## src/mailbox_pkg.sv

```systemverilog
// Purpose: constants shared by the dual core mailbox
// Assumes: 32-bit AXI4-Lite register bus, byte addresses
// Notes: offsets are byte addresses of aligned words
package mailbox_pkg;
  localparam int ADDR_W = 12;
  localparam logic [11:0] OFF_A_PEND = 12'h000;
  localparam logic [11:0] OFF_A_RAISE = 12'h004;
  localparam logic [11:0] OFF_A_DROP = 12'h008;
  localparam logic [11:0] OFF_B_PEND = 12'h010;
  localparam logic [11:0] OFF_B_RAISE = 12'h014;
  localparam logic [11:0] OFF_B_DROP = 12'h018;
  localparam logic [11:0] OFF_EVT_STAT = 12'h020;
  localparam logic [11:0] OFF_EVT_MASK = 12'h024;
  localparam logic [11:0] OFF_LOCK = 12'h0f8;
  localparam int LOCK_BIT = 0;
  localparam logic [31:0] PEND_RST = 32'h0000_0000;
  localparam logic LOCK_RST = 1'b1;
  localparam logic [1:0] EVT_RST = 2'h0;
  localparam int EVT_A_BIT = 0;
  localparam int EVT_B_BIT = 1;
  localparam logic [1:0] RESP_OKAY = 2'h0;
  localparam logic [1:0] RESP_SLVERR = 2'h2;
endpackage

```

## src/req_bank.sv

```systemverilog
// Purpose: one core's request register with set and clear ports
// Assumes: write strobes are one-cycle pulses
// Notes: direct write, set and clear are mutually exclusive per cycle
`timescale 1ns/1ps
module req_bank
  import mailbox_pkg::*;
#(
  parameter int WIDTH = 32
) (
  input wire logic aclk,
  input wire logic aresetn,
  input wire logic wr_direct,
  input wire logic wr_raise,
  input wire logic wr_drop,
  input wire logic [WIDTH-1:0] wdata,
  output logic [WIDTH-1:0] pend,
  output logic irq
);
  typedef struct packed {
    logic [WIDTH-1:0] pend;
    logic irq;
  } bank_t;
  bank_t st_ff;
  bank_t nxt_st;

  always_comb begin
    nxt_st = st_ff;
    if (wr_direct) begin
      nxt_st.pend = wdata;
    end else if (wr_raise) begin
      nxt_st.pend = st_ff.pend | wdata;
    end else if (wr_drop) begin
      nxt_st.pend = st_ff.pend & ~wdata;
    end
    nxt_st.irq = |nxt_st.pend;
  end

  always_ff @(posedge aclk) begin
    if (!aresetn) begin
      st_ff <= '{pend: PEND_RST[WIDTH-1:0], irq: 1'b0};
    end else begin
      st_ff <= nxt_st;
    end
  end

  assign pend = st_ff.pend;
  assign irq = st_ff.irq;
endmodule

```

## src/dual_core_mailbox.sv

```systemverilog
// Purpose: inter-processor mailbox with request banks and a hardware lock
// Assumes: AXI4-Lite slave, one write and one read in flight at most
// Notes: lock read-clear and write-set are arbitrated to one per cycle
`timescale 1ns/1ps
// How it works
// - Each of the two cores has 32 independent request bits that the other core can raise.
// - Core A's interrupt is high whenever any bit of its request register is one.
// - Core A's request register sits at 0x000, readable, writable, reset to zero.
// - Core B's request register sits at 0x010, readable, writable, reset to zero, driving B's interrupt.
// - Writing 0x004 sets every core A request bit that holds a one in the data.
// - Writing 0x008 clears every core A request bit that holds a one in the data.
// - Writing 0x014 sets every core B request bit that holds a one in the data.
// - Writing 0x018 clears every core B request bit that holds a one in the data.
// - A read of the lock at 0x0F8 returns the lock bit and then clears it.
// - A write to the lock sets the lock bit whatever the data, unless a lock read in the same cycle clears it.
// - The lock flag is bit 0, resets to one, and bits 31:1 are reserved.
module dual_core_mailbox
  import mailbox_pkg::*;
#(
  parameter int NUM_REQ = 32
) (
  input wire logic aclk,
  input wire logic aresetn,
  input wire logic [ADDR_W-1:0] s_axi_awaddr,
  input wire logic [2:0] s_axi_awprot,
  input wire logic s_axi_awvalid,
  output logic s_axi_awready,
  input wire logic [31:0] s_axi_wdata,
  input wire logic [3:0] s_axi_wstrb,
  input wire logic s_axi_wvalid,
  output logic s_axi_wready,
  output logic [1:0] s_axi_bresp,
  output logic s_axi_bvalid,
  input wire logic s_axi_bready,
  input wire logic [ADDR_W-1:0] s_axi_araddr,
  input wire logic [2:0] s_axi_arprot,
  input wire logic s_axi_arvalid,
  output logic s_axi_arready,
  output logic [31:0] s_axi_rdata,
  output logic [1:0] s_axi_rresp,
  output logic s_axi_rvalid,
  input wire logic s_axi_rready,
  output logic core_a_irq,
  output logic core_b_irq,
  output logic mbox_irq
);
  typedef struct packed {
    logic aw_held;
    logic aw_ready;
    logic [ADDR_W-1:0] awaddr;
    logic w_held;
    logic w_ready;
    logic [31:0] wdata;
    logic bvalid;
    logic [1:0] bresp;
    logic rvalid;
    logic ar_ready;
    logic [31:0] rdata;
    logic [1:0] rresp;
    logic lock_flag;
    logic [1:0] evt_stat;
    logic [1:0] evt_mask;
    logic mbox_irq;
  } mbox_t;

  mbox_t st_ff;
  mbox_t nxt_st;

  logic do_write;
  logic [ADDR_W-1:0] wr_addr;
  logic wr_a_direct;
  logic wr_a_raise;
  logic wr_a_drop;
  logic wr_b_direct;
  logic wr_b_raise;
  logic wr_b_drop;
  logic [NUM_REQ-1:0] a_pend;
  logic [NUM_REQ-1:0] b_pend;
  logic a_irq_ff;
  logic b_irq_ff;
  logic do_read;
  logic lock_wr;
  logic lock_rd;

  // write fires once both address and data are held and the response slot is free
  assign do_write = st_ff.aw_held && st_ff.w_held && !st_ff.bvalid;
  assign wr_addr = {st_ff.awaddr[ADDR_W-1:2], 2'b00};
  assign wr_a_direct = do_write && (wr_addr == OFF_A_PEND);
  assign wr_a_raise = do_write && (wr_addr == OFF_A_RAISE);
  assign wr_a_drop = do_write && (wr_addr == OFF_A_DROP);
  assign wr_b_direct = do_write && (wr_addr == OFF_B_PEND);
  assign wr_b_raise = do_write && (wr_addr == OFF_B_RAISE);
  assign wr_b_drop = do_write && (wr_addr == OFF_B_DROP);
  // a read is taken when nothing waits on the read channel
  assign do_read = s_axi_arvalid && st_ff.ar_ready;
  assign lock_wr = do_write && (wr_addr == OFF_LOCK);
  assign lock_rd = do_read && ({s_axi_araddr[ADDR_W-1:2], 2'b00} == OFF_LOCK);

  req_bank #(
    .WIDTH(NUM_REQ)
  ) u_bank_a (
    .aclk(aclk),
    .aresetn(aresetn),
    .wr_direct(wr_a_direct),
    .wr_raise(wr_a_raise),
    .wr_drop(wr_a_drop),
    .wdata(st_ff.wdata[NUM_REQ-1:0]),
    .pend(a_pend),
    .irq(a_irq_ff)
  );

  req_bank #(
    .WIDTH(NUM_REQ)
  ) u_bank_b (
    .aclk(aclk),
    .aresetn(aresetn),
    .wr_direct(wr_b_direct),
    .wr_raise(wr_b_raise),
    .wr_drop(wr_b_drop),
    .wdata(st_ff.wdata[NUM_REQ-1:0]),
    .pend(b_pend),
    .irq(b_irq_ff)
  );

  always_comb begin
    logic [31:0] rd_val;
    logic [ADDR_W-1:0] rd_addr;
    logic [1:0] evt_set;
    rd_val = 32'h0000_0000;
    rd_addr = {s_axi_araddr[ADDR_W-1:2], 2'b00};
    evt_set = 2'h0;
    nxt_st = st_ff;

    if (s_axi_awvalid && st_ff.aw_ready) begin
      nxt_st.aw_held = 1'b1;
      nxt_st.awaddr = s_axi_awaddr;
    end
    if (s_axi_wvalid && st_ff.w_ready) begin
      nxt_st.w_held = 1'b1;
      nxt_st.wdata = s_axi_wdata;
    end

    if (do_write) begin
      nxt_st.aw_held = 1'b0;
      nxt_st.w_held = 1'b0;
      nxt_st.bvalid = 1'b1;
      nxt_st.bresp = RESP_OKAY;
      case (wr_addr)
        OFF_A_PEND, OFF_A_RAISE, OFF_A_DROP, OFF_B_PEND, OFF_B_RAISE, OFF_B_DROP,
        OFF_LOCK: begin
        end
        OFF_EVT_STAT: begin
          nxt_st.evt_stat = st_ff.evt_stat & ~st_ff.wdata[1:0];
        end
        OFF_EVT_MASK: begin
          nxt_st.evt_mask = st_ff.wdata[1:0];
        end
        default: begin
          nxt_st.bresp = RESP_SLVERR;
        end
      endcase
      // raising a request counts as an event for that core
      evt_set[EVT_A_BIT] = (wr_a_raise || wr_a_direct) && (|st_ff.wdata[NUM_REQ-1:0]);
      evt_set[EVT_B_BIT] = (wr_b_raise || wr_b_direct) && (|st_ff.wdata[NUM_REQ-1:0]);
    end
    if (st_ff.bvalid && s_axi_bready) begin
      nxt_st.bvalid = 1'b0;
    end

    // lock: read-clear and write-set resolved once per cycle, reads on a single port
    if (lock_wr) begin
      nxt_st.lock_flag = 1'b1;
    end
    if (lock_rd) begin
      nxt_st.lock_flag = 1'b0;
    end

    if (do_read) begin
      nxt_st.rvalid = 1'b1;
      nxt_st.rresp = RESP_OKAY;
      case (rd_addr)
        OFF_A_PEND: rd_val = a_pend;
        OFF_B_PEND: rd_val = b_pend;
        OFF_A_RAISE, OFF_A_DROP, OFF_B_RAISE, OFF_B_DROP: rd_val = 32'h0000_0000;
        OFF_EVT_STAT: rd_val = {30'h0000_0000, st_ff.evt_stat};
        OFF_EVT_MASK: rd_val = {30'h0000_0000, st_ff.evt_mask};
        OFF_LOCK: rd_val = {31'h0000_0000, st_ff.lock_flag};
        default: begin
          rd_val = 32'h0000_0000;
          nxt_st.rresp = RESP_SLVERR;
        end
      endcase
      nxt_st.rdata = rd_val;
    end else if (st_ff.rvalid && s_axi_rready) begin
      nxt_st.rvalid = 1'b0;
    end

    // set wins over a clear in the same cycle
    nxt_st.evt_stat = nxt_st.evt_stat | evt_set;
    nxt_st.mbox_irq = |(nxt_st.evt_stat & nxt_st.evt_mask);

    // readies are registered; a pending write answer blocks the next write
    nxt_st.aw_ready = !nxt_st.aw_held && !nxt_st.bvalid;
    nxt_st.w_ready = !nxt_st.w_held && !nxt_st.bvalid;
    nxt_st.ar_ready = !nxt_st.rvalid;
  end

  always_ff @(posedge aclk) begin
    if (!aresetn) begin
      st_ff <= '{
        aw_held: 1'b0,
        aw_ready: 1'b1,
        awaddr: '0,
        w_held: 1'b0,
        w_ready: 1'b1,
        wdata: 32'h0000_0000,
        bvalid: 1'b0,
        bresp: RESP_OKAY,
        rvalid: 1'b0,
        ar_ready: 1'b1,
        rdata: 32'h0000_0000,
        rresp: RESP_OKAY,
        lock_flag: LOCK_RST,
        evt_stat: EVT_RST,
        evt_mask: EVT_RST,
        mbox_irq: 1'b0
      };
    end else begin
      st_ff <= nxt_st;
    end
  end

  assign s_axi_awready = st_ff.aw_ready;
  assign s_axi_wready = st_ff.w_ready;
  assign s_axi_bvalid = st_ff.bvalid;
  assign s_axi_bresp = st_ff.bresp;
  assign s_axi_arready = st_ff.ar_ready;
  assign s_axi_rvalid = st_ff.rvalid;
  assign s_axi_rdata = st_ff.rdata;
  assign s_axi_rresp = st_ff.rresp;
  assign core_a_irq = a_irq_ff;
  assign core_b_irq = b_irq_ff;
  assign mbox_irq = st_ff.mbox_irq;
endmodule

```

## config.mk

```make
export PLATFORM = sky130hd
export DESIGN_NAME = dual_core_mailbox
export DESIGN_NICKNAME = d
export VERILOG_FILES = /design/src/mailbox_pkg.sv /design/src/req_bank.sv /design/src/dual_core_mailbox.sv
export SDC_FILE = /design/constraint.sdc
export NUM_CORES = 1
export LEC_CHECK = 0
export ABC_AREA = 1
export BUFFER_PORTS_ARGS = -buffer_cell sky130_fd_sc_hd__buf_4
export CORE_MARGIN = 5
export CORE_UTILIZATION = 40
export CTS_CLUSTER_DIAMETER = 150
export DETAILED_ROUTE_END_ITERATION = 16
export PLACE_DENSITY = 0.62
export SYNTH_ARGS = -nofsm -noshare
export SYNTH_HDL_FRONTEND = slang
export SYNTH_SLANG_ARGS = --single-unit
```

## constraint.sdc

```tcl
create_clock -name aclk -period 1.7 [get_ports aclk]
set_clock_uncertainty 0.2 [all_clocks]
set_input_delay 0.34 -clock aclk [delete_from_list [all_inputs] [get_ports aclk]]
set_output_delay 0.34 -clock aclk [all_outputs]
set_load 0.02 [all_outputs]
```

==> results of run 1 <==
## state kept, by name, indices dropped and copies added, names as in the netlist
signal,count
s_axi_rdata,32
s_axi_rvalid,1
u_bank_b.irq,1
s_axi_arready,1
u_bank_b.pend,32
s_axi_awready,1
s_axi_bvalid,1
mbox_irq,1
s_axi_rresp,1
st_ff,49
s_axi_bresp,1
u_bank_a.pend,32
u_bank_a.irq,1
s_axi_wready,1
## placed cells by master, fill, tap and decap left out, types with 3 or more instances in the layout
cell type / synthesis / final
a21oi_1: 143 / 115
a21oi_2: 0 / 28
buf_12: 0 / 22
buf_16: 0 / 6
buf_4: 40 / 256
buf_6: 4 / 22
clkbuf_16: 0 / 19
clkinv_4: 0 / 6
dfxtp_1: 155 / 143
dfxtp_2: 0 / 11
dlygate4sd3_1: 0 / 37
inv_1: 67 / 66
inv_2: 4 / 3
nand2_1: 283 / 233
nand2_2: 3 / 25
nand2_4: 0 / 28
nand3_1: 54 / 50
nand3_2: 0 / 4
nand4_1: 62 / 62
nor2_1: 144 / 127
nor2_2: 3 / 14
nor2_4: 5 / 11
nor4_1: 9 / 7
o21ai_0: 68 / 60
o21ai_1: 0 / 8
o22ai_1: 14 / 14
## worst paths after layout
kind	to	cells past startpoint	slack, ns	startpoint
hold / removal	st_ff[85]	3	0.01	s_axi_awaddr[6]
hold reg to reg	s_axi_rdata[3]	2	0.26	s_axi_rdata[3]
setup reg to reg	u_bank_a.irq	14	-0.57	st_ff[88]
setup / recovery	u_bank_a.irq	14	-0.57	st_ff[88]
## per-layer routing
layer | part of all wire (%) | GRT usage, %
met3 | 9.8 | 4.42
met4 | 2.9 | 6.74
met2 | 43 | 35.8
met5 | 0 | 0
met1 | 44 | 33.6
## logic make-up after synthesis
kind of cell | synth area share, %
buffers and inverters | 11.2
DFF | 40.7
and+or+nand+nor | 32.6
AOI/OAI and AO/OA | 15.5
other | 0.0491
## metrics by stage
step	setup WS, ns	area, um2
2_1_floorplan	-0.137	7660
3_3_place_gp	-0.398	9590
3_5_place_dp	-0.444	9590
4_1_cts	-0.393	11400
5_1_grt	-0.676	11800
6_report	-0.571	11800
## tightest hold or removal path: cells and delay by family
family | cells | cell delay, ns
AO/OA/AOI/OAI | 1 | 0.09
AND/OR/NAND/NOR | 1 | 0.09
buffers and inverters | 1 | 0.07
## layout make-up
class                      instances  area share [%]
clock buffer                      20            3.88
tap                              234            2.49
inverter                          73            2.47
clock inverter                    12            1.20
timing repair buffer             349            27.9
multi-input combinational        805            35.5
sequential                       155            26.5
## power by group
part / total (mW) / internal (mW) / switching (mW)
clock network: 3.85 / 2.26 / 1.59
logic: 1.66 / 0.758 / 0.898
registers: 3.88 / 3.77 / 0.114
## repair_timing
action | in CTS | in global routing
setup buffers | 23 | 23
endpoints found under the hold margin | 36 | 1
hold buffers | 36 | 1
endpoints found under the setup margin | 62 | 84
cloned | 8 | 2
pin swaps | 44 | 21
gates resized for setup | 138 | 61
==> flow_summary_export.csv, run 1 <==
group,metric,value,unit
outcome,outcome,"finished, violations left",
outcome,failed_checks,"setup timing",
timing,fin_tns_setup,-7.07,ns
drt,ant_nets,0,
critical_path,timing.critical_path.mode_cell,"nand2_1",
drt,drtIter0Drc,759,
cts,htreeDepth,4,
yosys,netlist_top_cells_area,"dfxtp_1 (41%), nand2_1 (14%), a21oi_1 (9.4%), nor2_1 (7.1%), nand4_1 (5.1%)",
grt,grt_max_degree,46,
drt,drt_wl_total,26700,um
floorplanning,initial_core_util,40.7,%
critical_path,end_kind,"register",
yosys,yosys.area.top_type,"dfxtp_1",
critical_path,arrival,2.39,ns
critical_path,crit_type,"register to register",
cells_and_area,multi_input_area,4190,um2
critical_path,cp_top_family,"simple AND/OR/NAND/NOR gates",
place,dp_hpwl,17200,um
yosys,syn_inst,1135,
yosys,synthMostInstantiatedCell,"nand2_1",
timing,finalCriticalPeriod,2.27,ns
floorplanning,die_w,148,um
cts,clk_path_buf_depth,2,
cells_and_area,n_antenna_cell,0,
critical_path,critPathMaxFanout,18,
floorplanning,num_rows,50,
drt,drc,0,
critical_path,crit_chain,"nor2_4 -> nand2_4 -> nor2_4 -> buf_4 -> clkbuf_16 -> nand4_1 -> nand2_1 -> nand2_1 -> nor2_1 -> nand2_1 -> nor2_1 -> nand2_1 -> nor2_2 -> nor2_1",
yosys,synth_cell_types,31,
cells_and_area,fin_nets,1474,
cts,clock_latency,0.43,ns
job,max-cap-violations,0,
grt,globalRouteOverflowTotal,0,
cells_and_area,final_core_util,62.8,%
cells_and_area,ff_latch_area,3120,um2
timing,fin_ws,-0.571,ns
power,p_per_area,796,nW/um2
timing,hold_ws,0.0108,ns
cells_and_area,drive_above_1_share,34.1,%
cells_and_area,fill_cells,1650,
timing,rsz0062_at_grt,"yes",
cells_and_area,area_growth,54.4,%
floorplanning,core,18800,um2
drt,routedWlPerCell,16.2,um
yosys,synth-main-ff-cell,"dfxtp_1",
yosys,ys_ff_latch,155,
power,p_leak,5.33,nW
drt,via_count,8703,
critical_path,crit_required,1.82,ns
floorplanning,die_area,21900,um2
grt,grt_pass1_wl,41300,um
critical_path,critPathBufInv,2,
yosys,synth-edff-count,0,
drt,avgViaCountPerCell,5.28,
place,gp_congestion,0.890,
grt,grt_pass1_vias,8033,
cells_and_area,instances_no_fill,1648,
critical_path,worst_path_max_delay_cell,"dfxtp_2",
cts,cts_sinks,155,
cts,cts.clk_slew.worst_paths,0.06,ns
yosys,postSynthAreaPerCell,6.72,um2
grt,antenna_found_initial,0,
floorplanning,ios,117,
critical_path,start_kind,"register",
place,dpl.cell_count,1535,
grt,grt.total_usage,23.4,%
yosys,syn_area,7630,um2
cts,cts_buffers,17,
yosys,ys_async_sr_fraction,0,%
yosys,yosysSeqAreaShare,40.7,%
floorplanning,dieHeight,148,um
cts,root_buffer,"clkbuf_16",
power,total_power,9.38,mW
timing,fmax,440,MHz
timing,hold_viol,0,
cts,cts_tree,"yes",
timing,setup-violations-final,56,
critical_path,cp_slowest_stage_delay,0.33,ns
timing,drv_slew,0,
power,ir_worst_vdd,0.712,mV
yosys,ys_top_cells_by_count,"nand2_1 (283), dfxtp_1 (155), nor2_1 (144)",
drt,first_pass_iters,5,
timing,fin_crit_sh,134,%
place,portBuffers,100,
yosys,yosys.area.top_type_share,40.7,%
worst_hold_path,hp-class,"input pin to register",
yosys,yosysWarningCount,0,
(Power assumes the default switching activity.)
==> run 2, diff against run 1 <==
- ABC_AREA: 1 -> default
==> flow_summary_export.csv, run 2 <==
group,metric,value,unit
yosys,synth_cell_types,47,
drt,first_pass_iters,5,
cells_and_area,fill_cells,1391,
yosys,syn_area,7130,um2
grt,antenna_found_initial,0,
cts,cts.clk_slew.worst_paths,0.06,ns
power,swShare,24.7,%
timing,finalCriticalPeriod,2.99,ns
outcome,outcome,"finished, violations left",
cts,htreeDepth,4,
grt,globalRouteOverflowTotal,0,
timing,worst_slew_pin_slew,0.527,ns
critical_path,end_kind,"register",
cells_and_area,design_area,11300,um2
yosys,syn_inst,890,
cts,cts_buffers,17,
power,p_per_area,812,nW/um2
grt,grt_pass1_wl,38600,um
place,dpl.cell_count,1222,
yosys,netlist_top_cells_area,"dfxtp_1 (44%), nand2_1 (10%), and2_1 (7.9%), o21ai_0 (6.5%), a21boi_0 (5.3%)",
critical_path,critPathMaxFanout,6,
yosys,postSynthAreaPerCell,8.01,um2
floorplanning,num_rows,48,
power,ir_worst_vdd,0.775,mV
drt,drtIter0Drc,503,
critical_path,crit_required,1.82,ns
job,max-cap-violations,0,
floorplanning,die_w,144,um
grt,grt_pass1_vias,7038,
yosys,ys_ff_latch,155,
yosys,ys_async_sr_fraction,0,%
drt,drc,0,
power,p_leak,4.95,nW
grt,grt.total_usage,24.1,%
cells_and_area,layout_common_cells,"buf_4 (193), dfxtp_1 (153), nand2_1 (130)",
timing,fmax,335,MHz
grt,grt_max_degree,78,
worst_hold_path,hp-class,"input pin to register",
timing,setup-violations-final,106,
outcome,failed_checks,"setup timing",
power,p_sw,2.26,mW
yosys,synthMostInstantiatedCell,"nand2_1",
cts,cts_tree,"yes",
worst_hold_path,holdPathStages,3,
cells_and_area,largest_register,"st_ff",
timing,fin_ws,-1.29,ns
yosys,yosysSeqAreaShare,43.5,%
critical_path,reg2reg_depth,9,
yosys,synth-main-ff-cell,"dfxtp_1",
timing,hold_ws,0.00245,ns
cells_and_area,instances_no_fill,1347,
critical_path,arrival,3.10,ns
power,seq_power_share,42.3,%
power,comb_power_share,13.1,%
cts,clk_path_buf_depth,2,
floorplanning,core,17400,um2
yosys,ys_top_cells_by_count,"nand2_1 (192), dfxtp_1 (155), o21ai_0 (93)",
cells_and_area,drive_above_1_share,39.4,%
cells_and_area,n_antenna_cell,0,
place,pre_cts_ws,-1.20,ns
timing,fin_tns_setup,-76.25,ns
floorplanning,die_area,20600,um2
place,portBuffers,100,
yosys,yosys.area.top_type,"dfxtp_1",
cells_and_area,area_growth,58.1,%
cells_and_area,fin_nets,1183,
yosys,yosysWarningCount,0,
yosys,yosys.area.top_type_share,43.5,%
drt,ant_nets,0,
floorplanning,dieHeight,144,um
place,placed_cell_area,8760,um2
floorplanning,initial_core_util,40.9,%
cts,clock_latency,0.44,ns
drt,routedWlPerCell,18.7,um
place,gp_congestion,0.828,
cts,cts_sinks,155,
critical_path,start_kind,"register",
timing,hold_viol,0,
critical_path,r2r_slack,-1.29,ns
cells_and_area,final_common_cell,"buf_4",
drt,avgViaCountPerCell,5.44,
timing,maxSlewHeadroom,64.5,%
place,dp_hpwl,14400,um
power,intPower,6.90,mW
cts,root_buffer,"clkbuf_16",
timing,rsz0062_at_grt,"yes",
timing,fin_crit_sh,176,%
floorplanning,ios,117,
yosys,synth-edff-count,0,
drt,drt_wl_total,25100,um
power,p_clk_share,44.7,%
timing,drv_slew,0,
drt,via_count,7322,
cells_and_area,largest_reg_flops,49,
critical_path,crit_type,"register to register",
run 2: path summary, 6_finish.rpt:
check                  startpoint            to
setup reg to reg        st_ff[87]  u_bank_b.irq
hold / removal    s_axi_wdata[11]     st_ff[56]
setup / recovery        st_ff[87]  u_bank_b.irq
hold reg to reg         st_ff[87]     st_ff[87]
run 2: cells by family (layout without fill, tap and decap cells):
group                     after synthesis  in the layout  share of synthesized area (%)
and+or+nand+nor                       399            399                           27.4
AOI/OAI and AO/OA                     228            228                           20.7
DFF                                   155            155                           43.5
buffers and inverters                 102            333                           7.63
muxes                                   4              4                          0.579
other                                   1              2                         0.0526
xor gates and xnor gates                1              1                          0.123
run 2: area by class of cell:
class / instances / area (um2) / share of cell area (%)
timing repair buffer: 296 / 2860 / 25.4
clock inverter: 11 / 168 / 1.49
inverter: 6 / 22.5 / 0.200
sequential: 155 / 3110 / 27.5
clock buffer: 20 / 467 / 4.14
multi-input combinational: 634 / 4370 / 38.8
tap: 225 / 282 / 2.50
run 2: critical path: stages (launching register included):
cell and delay (ns):
dfxtp_2 0.33, or4_4 0.57, nor4_4 0.38, buf_4 0.21
clkbuf_16 0.15, o21ai_0 0.07, a22o_1 0.21, nor2_2 0.18
nand4_1 0.13, o41a_1 0.43
run 2: metal layers:
layer	GRT usage, %	share of wire, %
met5	0	0
met4	8.52	3.8
met3	5.06	8.5
met2	38.7	46
met1	32.2	42
run 2: power groups by stage:
stage / clock [mW] / combinational, mW / sequential, mW
2_1_floorplan: 0 / 0.465 / 3.91
3_3_place_gp: 0 / 0.935 / 3.93
3_5_place_dp: 0 / 0.938 / 3.93
4_1_cts: 4.13 / 1.14 / 3.86
5_1_grt: 4.31 / 1.29 / 3.88
6_report: 4.09 / 1.20 / 3.87
run 2: timing repair:
| item | CTS | global route |
|---|---|---|
| endpoints found under the setup margin | 106 | 108 |
| pin swaps | 61 | 50 |
| cloned | 12 | 2 |
| buffers inserted | 28 | 18 |
| endpoints found under the hold margin | 40 | 0 |
| hold buffers | 40 | 0 |
| gates resized for setup | 164 | 72 |
run 2: stage by stage:
step / power, mW / util [%]
final: 9.16 / 64.7
after detailed placement: 4.87 / 50.3
after global routing: 9.47 / 64.7
after CTS: 9.13 / 62.8
after global placement: 4.86 / 50.3
after floorplan: 4.38 / -
==> run 3, diff against run 2 <==
- SYNTH_HIERARCHICAL: default -> 1
==> flow_summary_export.csv, run 3 <==
group,metric,value,unit
outcome,outcome,"finished, violations left",
timing,maxSlewHeadroom,62.3,%
critical_path,worstSetupEndpoint,"u_bank_a/irq",
timing,finalCriticalPeriod,2.88,ns
floorplanning,core,16600,um2
timing,fin_ws,-1.18,ns
timing,fin_crit_sh,169,%
grt,grt_pass1_wl,34800,um
yosys,netlist_top_cells_area,"dfxtp_1 (46%), nand2_1 (10%), a32oi_1 (8.0%), buf_4 (4.5%), a22oi_1 (3.6%)",
critical_path,arrival,2.97,ns
drt,drc,0,
yosys,ys_ff_latch,155,
drt,wl_met1,10100,um
critical_path,crit_type,"register to register",
place,dpl.cell_count,1136,
job,max-cap-violations,0,
yosys,synthMostInstantiatedCell,"nand2_1",
floorplanning,ios,117,
cts,cts.clk_slew.worst_paths,0.06,ns
floorplanning,initial_core_util,40.9,%
yosys,syn_area,6810,um2
power,ir_worst_vdd,0.720,mV
cells_and_area,drive_above_1_share,46.4,%
drt,ant_nets,0,
drt,drt_wl_total,26600,um
critical_path,end_kind,"register",
cells_and_area,area_growth,64.8,%
yosys,ys_async_sr_fraction,0,%
cells_and_area,fin_nets,1112,
place,gp_congestion,0.835,
cells_and_area,largest_reg_flops,49,
cells_and_area,layout_common_cells,"buf_4 (206), nand2_1 (156), dfxtp_1 (149)",
cells_and_area,multi_input_area,4160,um2
timing,setup-violations-final,104,
power,p_leak,4.58,nW
yosys,ys_top_cells_by_count,"nand2_1 (187), dfxtp_1 (155), a32oi_1 (62)",
critical_path,r2r_slack,-1.18,ns
timing,drv_slew,0,
cts,cts_tree,"yes",
yosys,synth_cell_types,53,
critical_path,reg2reg_depth,11,
cells_and_area,largest_register,"st_ff",
floorplanning,die_area,19700,um2
drt,drtIter0Drc,646,
cells_and_area,final_core_util,67.4,%
cts,clk_path_buf_depth,2,
grt,grt_pass1_vias,6534,
cells_and_area,fill_cells,1200,
grt,antenna_found_initial,0,
timing,fin_tns_setup,-49.14,ns
place,portBuffers,100,
worst_hold_path,hp-start,"s_axi_bready",
yosys,synth-edff-count,0,
yosys,yosys.area.top_type,"dfxtp_1",
worst_hold_path,hp-class,"input pin to register",
cts,htreeDepth,4,
yosys,yosysSeqAreaShare,45.6,%
yosys,syn_inst,788,
floorplanning,die_w,140,um
drt,wl_met2,12800,um
cts,clock_latency,0.44,ns
yosys,postSynthAreaPerCell,8.64,um2
cells_and_area,ff_latch_area,3110,um2
timing,fmax,348,MHz
drt,routedWlPerCell,20.9,um
timing,worst_slew_pin_slew,0.560,ns
cells_and_area,instances_no_fill,1272,
critical_path,r2r_end,"u_bank_a/irq",
yosys,yosysWarningCount,6,
drt,dr.max_layer_used,"met4",
drt,route.met3.wl,2210,um
drt,avgViaCountPerCell,5.74,
cells_and_area,final_common_cell,"buf_4",
grt,grt.total_usage,22.3,%
critical_path,critPathMaxFanout,16,
grt,globalRouteOverflowTotal,0,
drt,first_pass_iters,5,
grt,grt_max_degree,78,
yosys,yosys.area.top_type_share,45.6,%
place,dp_hpwl,13200,um
cells_and_area,n_antenna_cell,0,
power,total_power,8.50,mW
cts,cts_buffers,17,
cts,cts_sinks,155,
critical_path,cp-startpoint,"st_ff[85]",
floorplanning,num_rows,47,
timing,rsz0062_at_grt,"yes",
timing,hold_viol,0,
critical_path,start_kind,"register",
floorplanning,dieHeight,140,um
drt,via_count,7296,
yosys,synth-main-ff-cell,"dfxtp_1",
outcome,failed_checks,"setup timing",
critical_path,crit_required,1.79,ns
critical_path,r2r_start,"st_ff[85]",
cts,root_buffer,"clkbuf_16",
power,p_per_area,757,nW/um2
[run 3: cell count changes in the layout (fill, tap and decap cells not counted), moves of 26 or more]
| cell | before | now |
|---|---|---|
| a21oi_1 | 5 | 46 |
| nor2b_1 | 9 | 38 |
| and2_1 | 83 | 5 |
| a32oi_2 | 0 | 51 |
| nand2_1 | 130 | 156 |
| o21ai_0 | 36 | 4 |
| a21boi_0 | 43 | 0 |
| o21ai_1 | 62 | 21 |
| nor2_1 | 40 | 9 |
[run 3: where the power goes]
group	internal, mW	switching [mW]	total (mW)
clock network	1.97	1.56	3.52
registers	3.73	0.108	3.84
logic	0.541	0.587	1.13
[run 3: worst min-delay path by stage]
stage	cells after the start	to	slack, ns
finish	3	s_axi_bvalid	0.01
detailed placement	2	s_axi_rdata[6]	0.24
global placement	2	s_axi_rdata[30]	0.24
CTS	3	s_axi_bvalid	0.008
floorplan	2	s_axi_rdata[10]	0.23
global route	3	s_axi_bvalid	0.02
[run 3: area by class of cell]
class / instances / share of cell area [%]
clock buffers: 21 / 4.19
clock inverters: 11 / 0.636
inverters: 8 / 0.290
multi-input cells: 536 / 37.1
flip-flops and latches: 155 / 27.7
well taps: 220 / 2.45
repair buffers: 321 / 27.6
[run 3: cell families after synthesis]
family	count (synthesis)	synth area share, %
buffers and inverters	101	9.39
XOR/XNOR	1	0.129
other	1	0.0551
flip-flops	155	45.6
AND/OR/NAND/NOR	333	24.5
multiplexers	5	0.754
AO/OA/AOI/OAI	192	19.6
[run 3: stage by stage]
stage	hold WS [ns]	area [um2]	worst slack [ns]
floorplan	0.226	6950	-0.531
detailed placement	0.243	8340	-0.941
global placement	0.238	8340	-0.966
global route	0.0245	11200	-1.31
CTS	0.00827	10300	-0.862
finish	0.0138	11200	-1.18
[run 3: worst max-delay path: stages (launching register included)]
cell       delay (ns)
dfxtp_2          0.33
nor4_4           0.33
buf_4            0.18
nand3_4          0.09
nor3_4           0.18
buf_4            0.17
clkbuf_16        0.17
nand2_1          0.09
a32oi_2          0.28
nand4_1          0.24
nor4_4           0.33
a21boi_1         0.14
[run 3: layer usage]
| layer | vias up | GRT usage, % |
|---|---|---|
| li1 | 3291 | - |
| met4 | 0 | 8.82 |
| met2 | 426 | 37.1 |
| met5 | - | 0 |
| met3 | 132 | 4.84 |
| met1 | 3447 | 28.1 |
[run 3: timing repair]
action                                  4_1_cts  5_1_grt
endpoints found under the setup margin      105      105
resized for setup                           122      136
endpoints found under the hold margin        42        0
pin swaps                                    36       89
hold buffers                                 42        0
buffers inserted                             27       33
cloned                                        9        8
